### config.mk
export PLATFORM = sky130hd
export DESIGN_NAME = scm_memory_flat
export DESIGN_NICKNAME = d
export VERILOG_FILES = /design/src/rtl/scm_pkg.sv /design/src/rtl/scm_link_if.sv /design/src/rtl/scm_memory.sv /design/src/flat_wrapper.sv
export SDC_FILE = /design/constraint.sdc
export NUM_CORES = 1
export LEC_CHECK = 0
export BUFFER_PORTS_ARGS = -buffer_cell sky130_fd_sc_hd__buf_2
export CAP_MARGIN = 5
export CORE_MARGIN = 4
export CORE_UTILIZATION = 45
export CTS_CLUSTER_DIAMETER = 50
export DETAILED_ROUTE_END_ITERATION = 8
export GPL_TIMING_DRIVEN = 1
export PLACE_DENSITY = 0.68
export SETUP_SLACK_MARGIN = 0.05
export SYNTH_ARGS = -nofsm -noshare
export SYNTH_HDL_FRONTEND = slang
export SYNTH_SLANG_ARGS = --single-unit
export TNS_END_PERCENT = 5
### constraint.sdc
create_clock -name sys_clk -period 6 [get_ports sys_clk]
set_clock_uncertainty 0.15 [all_clocks]
set_input_delay 0.6 -clock sys_clk [delete_from_list [all_inputs] [get_ports sys_clk]]
set_output_delay 0.6 -clock sys_clk [all_outputs]
set_load 0.05 [all_outputs]
### src/rtl/scm_pkg.sv
// Package with constants and types for the serial configuration memory read-out
package scm_pkg;

  // ****************************************************************
  // Array geometry
  // ****************************************************************
  localparam int unsigned SCM_ADDR_W_4MB   = 19;
  localparam int unsigned SCM_ADDR_W_8MB   = 20;
  localparam int unsigned SCM_PAGE_COUNT   = 4;
  localparam int unsigned SCM_PAGE_SEL_W   = 2;
  localparam int unsigned SCM_PAGE_SH_4MB  = 16;
  localparam int unsigned SCM_PAGE_SH_8MB  = 17;
  localparam logic [19:0] SCM_TOP_4MB      = 20'h3_FFFF;
  localparam logic [19:0] SCM_TOP_8MB      = 20'h7_FFFF;
  localparam logic [19:0] SCM_PAGE_TOP_4MB = 20'h0_FFFF;
  localparam logic [19:0] SCM_PAGE_TOP_8MB = 20'h1_FFFF;

  // ****************************************************************
  // Timing
  // ****************************************************************
  localparam int unsigned SCM_CLK_HZ          = 10_000_000;
  localparam int unsigned SCM_POR_CYCLES      = 16;
  localparam int unsigned SCM_FPGA_CONFIG_CLOCK_OUT_DIV        = 2;

  // ****************************************************************
  // Types
  // ****************************************************************
  typedef enum logic [1:0] {
    SCM_ST_POR    = 2'b00,
    SCM_ST_IDLE   = 2'b01,
    SCM_ST_STREAM = 2'b10,
    SCM_ST_DONE   = 2'b11
  } scm_state_type;

  typedef enum logic [1:0] {
    SCM_HS_RESET = 2'b00,
    SCM_HS_RUN   = 2'b01,
    SCM_HS_END   = 2'b10
  } scm_host_state_type;

endpackage : scm_pkg

### src/rtl/scm_link_if.sv
// Interface joining the configuration memory and the master FPGA end
`timescale 1ns/100ps
interface scm_link_if;
  logic       fpga_config_clock_out;
  logic       clear_oe;
  logic       chip_enable_n;
  logic       isp_mode_select_n;
  logic       page_enable;
  logic [1:0] page_select;
  logic       program_device_select;
  logic       data_out;
  logic       data_oe;
  logic       cascade_enable_out_n;
  logic       ready_oe;
  logic       data_line;
  logic       ready_line;

  // Wire levels worked out from the drive enables; pull-up when floating
  assign data_line  = data_oe ? data_out : 1'b1;
  assign ready_line = ready_oe ? 1'b0 : 1'b1;

  modport mem (
    input  fpga_config_clock_out,
    input  clear_oe,
    input  chip_enable_n,
    input  isp_mode_select_n,
    input  page_enable,
    input  page_select,
    input  program_device_select,
    output data_out,
    output data_oe,
    output cascade_enable_out_n,
    output ready_oe
  );

  modport host (
    output fpga_config_clock_out,
    output clear_oe,
    output chip_enable_n,
    output isp_mode_select_n,
    output page_enable,
    output page_select,
    output program_device_select,
    input  data_line,
    input  ready_line
  );
endinterface : scm_link_if

### src/rtl/scm_memory.sv
// Configuration memory end: address counter, paging, cascade and data driver
`timescale 1ns/100ps

// Operation
// RULE1: Low mode select: device select chips programming
// RULE2: Ready pulled low during power-up reset
// RULE3: Host keeps mode select high while reading
// RULE4: Paging picks one of four equal quarters
// RULE5: No paging: ignore page bits, whole array
// RULE6: Clear low: counter cleared, data floated
// RULE7: Chip enable high: counter frozen, data floated
// RULE8: Enable high and selected: counter, driver on
// RULE9: New clear low floats regardless of enable
// RULE10: After last bit, float data for next
// RULE11: Power-up clears counter automatically
// RULE12: Master clock drives memory, data to master
// RULE13: Cascade output wired to next chip enable
// RULE14: Board ties page inputs when unused
// RULE15: Edge after last bit: cascade low, float
// RULE16: Next memory sees low enable, drives data
// RULE17: Controller pulls clear low after configuration
// RULE18: Clear may be tied high permanently
// RULE19: Count only when selected and enabled
// RULE20: Cascade output low at selected top address
// RULE21: Cascade holds, follows enable, then stays high
// RULE22: Clock steps address and bit counters
// RULE23: Each rising clock presents next stored bit
module scm_memory
  import scm_pkg::*;
#(
  parameter bit          BIG_PART   = 1'b0,
  parameter int unsigned PAGE_SHIFT = BIG_PART ? SCM_PAGE_SH_8MB : SCM_PAGE_SH_4MB,
  parameter int unsigned POR_CYCLES = SCM_POR_CYCLES
) (
  input  wire logic sys_clk,
  input  wire logic resetn,
  scm_link_if.mem   link,
  input  wire logic prog_ack,
  output logic      prog_select,
  output logic      stream_active,
  output logic [19:0] current_addr
);

  // ****************************************************************
  // Geometry
  // ****************************************************************
  // Four equal pages; the defaults give the documented part sizes
  localparam logic [19:0] PAGE_TOP = 20'((64'd1 << PAGE_SHIFT) - 64'd1);
  localparam logic [19:0] DEV_TOP  = 20'((64'(SCM_PAGE_COUNT) << PAGE_SHIFT) - 64'd1);

  initial begin
    if (POR_CYCLES < 1 || POR_CYCLES > 65536) begin
      $error("POR_CYCLES out of range");
    end
    if (PAGE_SHIFT < 1 || PAGE_SHIFT > 18) begin
      $error("PAGE_SHIFT out of range");
    end
    if (PAGE_SHIFT == (BIG_PART ? SCM_PAGE_SH_8MB : SCM_PAGE_SH_4MB) &&
        (DEV_TOP != (BIG_PART ? SCM_TOP_8MB : SCM_TOP_4MB) ||
         PAGE_TOP != (BIG_PART ? SCM_PAGE_TOP_8MB : SCM_PAGE_TOP_4MB))) begin
      $error("Default geometry differs from the part");
    end
  end

  // Stored bits: a fixed pattern stands in for the flash array
  function automatic logic array_bit(input logic [19:0] a);
    array_bit = ^a;
  endfunction : array_bit

  // ****************************************************************
  // State
  // ****************************************************************
  scm_state_type state_q, state_d;
  logic [19:0]   addr_q, addr_d;
  logic [15:0]   por_q, por_d;
  logic          ceo_n_q, ceo_n_d;
  logic          data_q, data_d;
  logic          dlast_q, dlast_d;
  logic          clk_q, clk_d;
  logic          clk_rise;
  logic [19:0]   base_addr;
  logic [19:0]   top_addr;
  logic          read_mode;
  logic          run;

  assign clk_rise  = link.fpga_config_clock_out & ~clk_q; // RULE22
  assign read_mode = link.isp_mode_select_n;
  assign run       = read_mode & link.clear_oe & ~link.chip_enable_n; // RULE19 RULE8

  // ****************************************************************
  // Link clock sampling
  // ****************************************************************
  always_comb begin
    clk_d = link.fpga_config_clock_out;
  end

  always_ff @(posedge sys_clk or negedge resetn) begin
    if (!resetn) begin
      clk_q <= 1'b0;
    end else begin
      clk_q <= clk_d;
    end
  end

  // ****************************************************************
  // Power-up timer
  // ****************************************************************
  always_comb begin
    por_d = por_q;
    if (state_q == SCM_ST_POR && por_q != 16'(POR_CYCLES - 1)) begin
      por_d = por_q + 16'h0001;
    end
  end

  always_ff @(posedge sys_clk or negedge resetn) begin
    if (!resetn) begin
      por_q <= 16'h0000;
    end else begin
      por_q <= por_d;
    end
  end

  // ****************************************************************
  // Page decode
  // ****************************************************************

  always_comb begin
    if (link.page_enable) begin
      base_addr = 20'(link.page_select) << PAGE_SHIFT; // RULE4
      top_addr  = base_addr | PAGE_TOP; // RULE4 RULE20
    end else begin
      base_addr = 20'h0_0000; // RULE5
      top_addr  = DEV_TOP; // RULE5 RULE20
    end
  end

  // ****************************************************************
  // Read control
  // ****************************************************************
  always_comb begin
    state_d = state_q;
    addr_d  = addr_q;
    ceo_n_d = ceo_n_q;
    data_d  = data_q;
    dlast_d = dlast_q;
    case (state_q)
      SCM_ST_POR: begin
        addr_d  = 20'h0_0000; // RULE11
        ceo_n_d = 1'b1;
        if (por_q == 16'(POR_CYCLES - 1)) begin
          state_d = SCM_ST_IDLE;
        end
      end
      SCM_ST_IDLE, SCM_ST_STREAM, SCM_ST_DONE: begin
        // Clear low outranks chip enable and the clock
        if (read_mode && !link.clear_oe) begin
          addr_d  = base_addr; // RULE6 RULE9
          ceo_n_d = 1'b1; // RULE21
          dlast_d = 1'b0;
          data_d  = array_bit(base_addr);
          state_d = SCM_ST_IDLE;
        end else if (state_q == SCM_ST_DONE) begin
          ceo_n_d = link.chip_enable_n; // RULE21
        end else if (run && clk_rise) begin
          state_d = SCM_ST_STREAM;
          // Counter parks on the top address
          if (addr_q == top_addr) begin
            ceo_n_d = 1'b0; // RULE15 RULE20
            dlast_d = 1'b1; // RULE10
            state_d = SCM_ST_DONE;
          end else begin
            addr_d = addr_q + 20'h0_0001; // RULE23 RULE22
            data_d = array_bit(addr_q + 20'h0_0001); // RULE23
          end
        end else if (state_q == SCM_ST_IDLE) begin
          data_d = array_bit(addr_q);
        end
      end
      default: state_d = SCM_ST_POR;
    endcase
  end

  always_ff @(posedge sys_clk or negedge resetn) begin
    if (!resetn) begin
      state_q <= SCM_ST_POR;
      addr_q  <= 20'h0_0000;
      ceo_n_q <= 1'b1;
      data_q  <= 1'b0;
      dlast_q <= 1'b0;
    end else begin
      state_q <= state_d;
      addr_q  <= addr_d;
      ceo_n_q <= ceo_n_d;
      data_q  <= data_d;
      dlast_q <= dlast_d;
    end
  end

  // ****************************************************************
  // Outputs
  // ****************************************************************
  assign link.ready_oe = (state_q == SCM_ST_POR); // RULE2
  assign link.data_out = data_q;
  // Data floats at the end so the next memory can drive
  assign link.data_oe  = run && !dlast_q && state_q != SCM_ST_POR; // RULE6 RULE7 RULE10 RULE16
  assign link.cascade_enable_out_n = read_mode ? ceo_n_q : 1'b1;
  assign prog_select   = ~read_mode & link.program_device_select & prog_ack; // RULE1
  assign stream_active = link.data_oe;
  assign current_addr  = addr_q;

endmodule : scm_memory

### src/flat_wrapper.sv
// flat-port wrapper written by rule: the top's interface ports become plain ports
module scm_memory_flat import scm_pkg::*;
#(
  parameter bit          BIG_PART   = 1'b0,
  parameter int unsigned PAGE_SHIFT = BIG_PART ? SCM_PAGE_SH_8MB : SCM_PAGE_SH_4MB,
  parameter int unsigned POR_CYCLES = SCM_POR_CYCLES
)
  (sys_clk, resetn, prog_ack, prog_select, stream_active, current_addr, link_fpga_config_clock_out, link_clear_oe, link_chip_enable_n, link_isp_mode_select_n, link_page_enable, link_page_select, link_program_device_select, link_data_out, link_data_oe, link_cascade_enable_out_n, link_ready_oe);
  scm_link_if link_i ();
  input  wire logic sys_clk;
  input  wire logic resetn;
  input  wire logic prog_ack;
  output logic prog_select;
  output logic stream_active;
  output logic [19:0] current_addr;
  input wire logic [$bits(link_i.fpga_config_clock_out)-1:0] link_fpga_config_clock_out;
  input wire logic [$bits(link_i.clear_oe)-1:0] link_clear_oe;
  input wire logic [$bits(link_i.chip_enable_n)-1:0] link_chip_enable_n;
  input wire logic [$bits(link_i.isp_mode_select_n)-1:0] link_isp_mode_select_n;
  input wire logic [$bits(link_i.page_enable)-1:0] link_page_enable;
  input wire logic [$bits(link_i.page_select)-1:0] link_page_select;
  input wire logic [$bits(link_i.program_device_select)-1:0] link_program_device_select;
  output wire logic [$bits(link_i.data_out)-1:0] link_data_out;
  output wire logic [$bits(link_i.data_oe)-1:0] link_data_oe;
  output wire logic [$bits(link_i.cascade_enable_out_n)-1:0] link_cascade_enable_out_n;
  output wire logic [$bits(link_i.ready_oe)-1:0] link_ready_oe;
  assign link_i.fpga_config_clock_out = link_fpga_config_clock_out;
  assign link_i.clear_oe = link_clear_oe;
  assign link_i.chip_enable_n = link_chip_enable_n;
  assign link_i.isp_mode_select_n = link_isp_mode_select_n;
  assign link_i.page_enable = link_page_enable;
  assign link_i.page_select = link_page_select;
  assign link_i.program_device_select = link_program_device_select;
  assign link_data_out = link_i.data_out;
  assign link_data_oe = link_i.data_oe;
  assign link_cascade_enable_out_n = link_i.cascade_enable_out_n;
  assign link_ready_oe = link_i.ready_oe;
  scm_memory #(.BIG_PART(BIG_PART), .PAGE_SHIFT(PAGE_SHIFT), .POR_CYCLES(POR_CYCLES)) u_core (.sys_clk(sys_clk), .resetn(resetn), .link(link_i), .prog_ack(prog_ack), .prog_select(prog_select), .stream_active(stream_active), .current_addr(current_addr));
endmodule
==> flow_summary.ini <==
[clock_network]
ctsResizeCount = 0
clock-sinks = 42
clock_latency_ps = 300
cts_buffers = 5
post_cts_buffers = 0
cts-htree-levels = 2
root_buffer = clkbuf_8
holdBufCountCts = 0
cts_tree = yes
max-clock-path-buffers = 2
cts.clk_slew.worst_paths_ps = 80

[placement]
dp_cells = 402
place.detailed.hpwl_mm = 4.31
port_buffers = 36
gp_congestion = 0.822

[setup_path]
crit_type = flip-flop to flip-flop
path_max_fanout = 16
reg2reg_depth = 8
r2r-end = u_core.current_addr[18]$_DFFE_PN0P_
cpPeakStageDelay_ps = 530
crit_path_end = u_core.current_addr[18]$_DFFE_PN0P_
worstPathCellList = ha_1 -> and4_1 -> nand3_1 -> nor4_4 -> or3_1 -> a31oi_1 -> o21ai_0 -> o21ai_0
start_kind = flip-flop
cp_data_required_time_ps = 6020
r2r_slack_ps = 3070
critical_path.startpoint = u_core.current_addr[0]$_DFFE_PN0P_
critical-path-slowest-cell = or3_1
cp.arrival_ps = 2960
path_common_cell = o21ai_0
endpoint_kind = flip-flop
worstReg2RegStart = u_core.current_addr[0]$_DFFE_PN0P_

[routing]
antenna_left = 0
dr_total_vias = 2270
vias_per_cell = 5.54
wirelength_mm = 5.98
drt_first_pass_iters = 4
drt-initial-drc-count = 112
routedWlPerCell_microns = 14.6
drc = 0

[cells_and_area]
layout_commonest_cell = dfrtp_1
area_growth_pct = 10.9
fill_cells = 566
fin_cells = 410
most-common-layout-cells = dfrtp_1, xnor2_1, buf_2
final_nets = 356
fin_util_pct = 51.5
drive_gt1_share_pct = 17.0
num_antenna_cells = 0

[logic_synthesis]
synth-main-ff-cell = dfrtp_1
synth_cells = 302
synth_seq_area_share_pct = 38.2
synth_area_sq_um = 2750
synth-seq-cells = 42
synth.distinct_cells = 52
synth_edf_count = 0
synth_fp_nets = 324
yosysWarningCount = 0
async_flop_share_pct = 100
avgSynthCellArea_sq_um = 9.11

[global_routing]
track_usage_pct = 17.0
grt_max_degree = 43
grt_pass1_vias = 2138
grt_pass1_wl_mm = 10.1
antenna_found_initial = 0
grt_overflow_total = 0

[floorplanning]
row_count = 28
chipHeight_microns = 86.2
dieArea_sq_um = 7430
die_w_microns = 86.2
io_pins = 37
initial_utilization_pct = 46.5
coreArea_sq_um = 5920

[pwr]
irDropWorstVdd_v = 0.000265
leakagePower_nw = 1.36
p_per_area_nw_per_um2 = 259

[run_status]
status = completed

[job]
drv_cap = 0

[sta]
setup_tns_ps = 0
finalCriticalPeriod_ps = 2930
hold_violations = 0
max_freq_mhz = 341
relSlewSlack_pct = 32.6
tightest_slew_ps = 1010
holdWs_ps = 265
drv_slew = 0
setup_viol = 0
rsz0062_at_grt = false
fin_crit_sh_pct = 48.9

[worst_hold_path]
hold_path.class = primary input to flip-flop
min_from = link_fpga_config_clock_out
synth_stat cells (2+ instances only):
cell type | count | share of area [%]
inv_1 | 4 | 0.55
buf_2 | 5 | 0.91
buf_6 | 2 | 0.82
o211ai_1 | 2 | 0.55
nor4_1 | 3 | 0.68
a22o_1 | 2 | 0.64
nand2_1 | 33 | 4.5
dfrtp_1 | 41 | 37
ha_1 | 11 | 5.0
nor2b_1 | 4 | 0.91
o31ai_1 | 3 | 0.82
clkbuf_1 | 2 | 0.27
xnor2_1 | 38 | 12
a32oi_1 | 2 | 0.64
xor2_1 | 10 | 3.2
o21ai_0 | 13 | 2.4
nor2_1 | 32 | 4.4
nand4_1 | 8 | 1.8
nor3_1 | 4 | 0.73
nand2b_1 | 3 | 0.68
and3_1 | 7 | 1.6
a21oi_1 | 15 | 2.7
or3_4 | 2 | 0.82
buf_4 | 2 | 0.55
a31oi_1 | 12 | 2.7
o21ai_1 | 6 | 1.1
nand3_1 | 11 | 2.0
logic make-up (layout without fill, tap and decap cells):
logic type / after synthesis / in the layout / synth area share [%]
compound gates: 61 / 61 / 13.3
xor+xnor: 49 / 49 / 16.1
fa+ha+maj: 12 / 12 / 5.41
buf+inv: 15 / 48 / 3.09
flops: 42 / 42 / 38.2
mux: 2 / 2 / 0.773
simple gates: 121 / 121 / 23.1
metal layers:
metal  GRT usage [%]  routed length (microns)  vias to the layer above
met5               0                        0                        -
met2            28.5                     2900                       52
met1            21.9                     2650                     1077
met4            3.97                       92                        0
met3            4.75                      336                        9
li1                -                        -                     1132
power by group:
part	internal (W)	total, W	switching (W)
clock	0.0000926	0.000196	0.000104
combinational	0.0000946	0.000240	0.000145
sequential	0.000314	0.000356	0.0000421
state kept, by name, indices dropped and copies added, names as in the netlist:
name,count
u_core.current_addr,20
u_core.por_q,16
u_core.state_q,2
u_core.ceo_n_q,1
u_core.clk_q,1
u_core.dlast_q,1
u_core.link.data_out,1
critical path, delay by kind of cell, from the launching register on:
family	cells	cell delay, ps
compound gates	3	350
simple gates	4	1520
flops	1	450
fa+ha+maj	1	330
area by class of cell:
cell class	instances	area [sq um]	area share, %
clock buffers	6	82.6	2.71
clock inverters	2	12.5	0.410
inverters	4	15.0	0.492
multi-input cells	245	1610	52.9
flip-flops and latches	42	1050	34.5
well taps	75	93.8	3.08
repair buffers	36	180	5.91
through the flow:
step | setup slack (ps) | cell area, sq um | power, W
5_1_grt | 2750 | 3050 | 0.000837
6_report | 3070 | 3050 | 0.000791
2_1_floorplan | 2700 | 2750 | 0.000554
3_3_place_gp | 3050 | 2960 | 0.000596
4_1_cts | 3080 | 3050 | 0.000799
3_5_place_dp | 2970 | 2960 | 0.000602
how the worst min path moves through the flow:
stage                                       end  cells after the start
global route             u_core.clk_q$_DFF_PN0_                      1
CTS                      u_core.clk_q$_DFF_PN0_                      1
floorplan                u_core.clk_q$_DFF_PN0_                      0
global placement    u_core.por_q[2]$_DFFE_PN0P_                      1
finish                   u_core.clk_q$_DFF_PN0_                      1
detailed placement  u_core.por_q[2]$_DFFE_PN0P_                      1
Note: power is estimated with default switching activity, not from simulation.
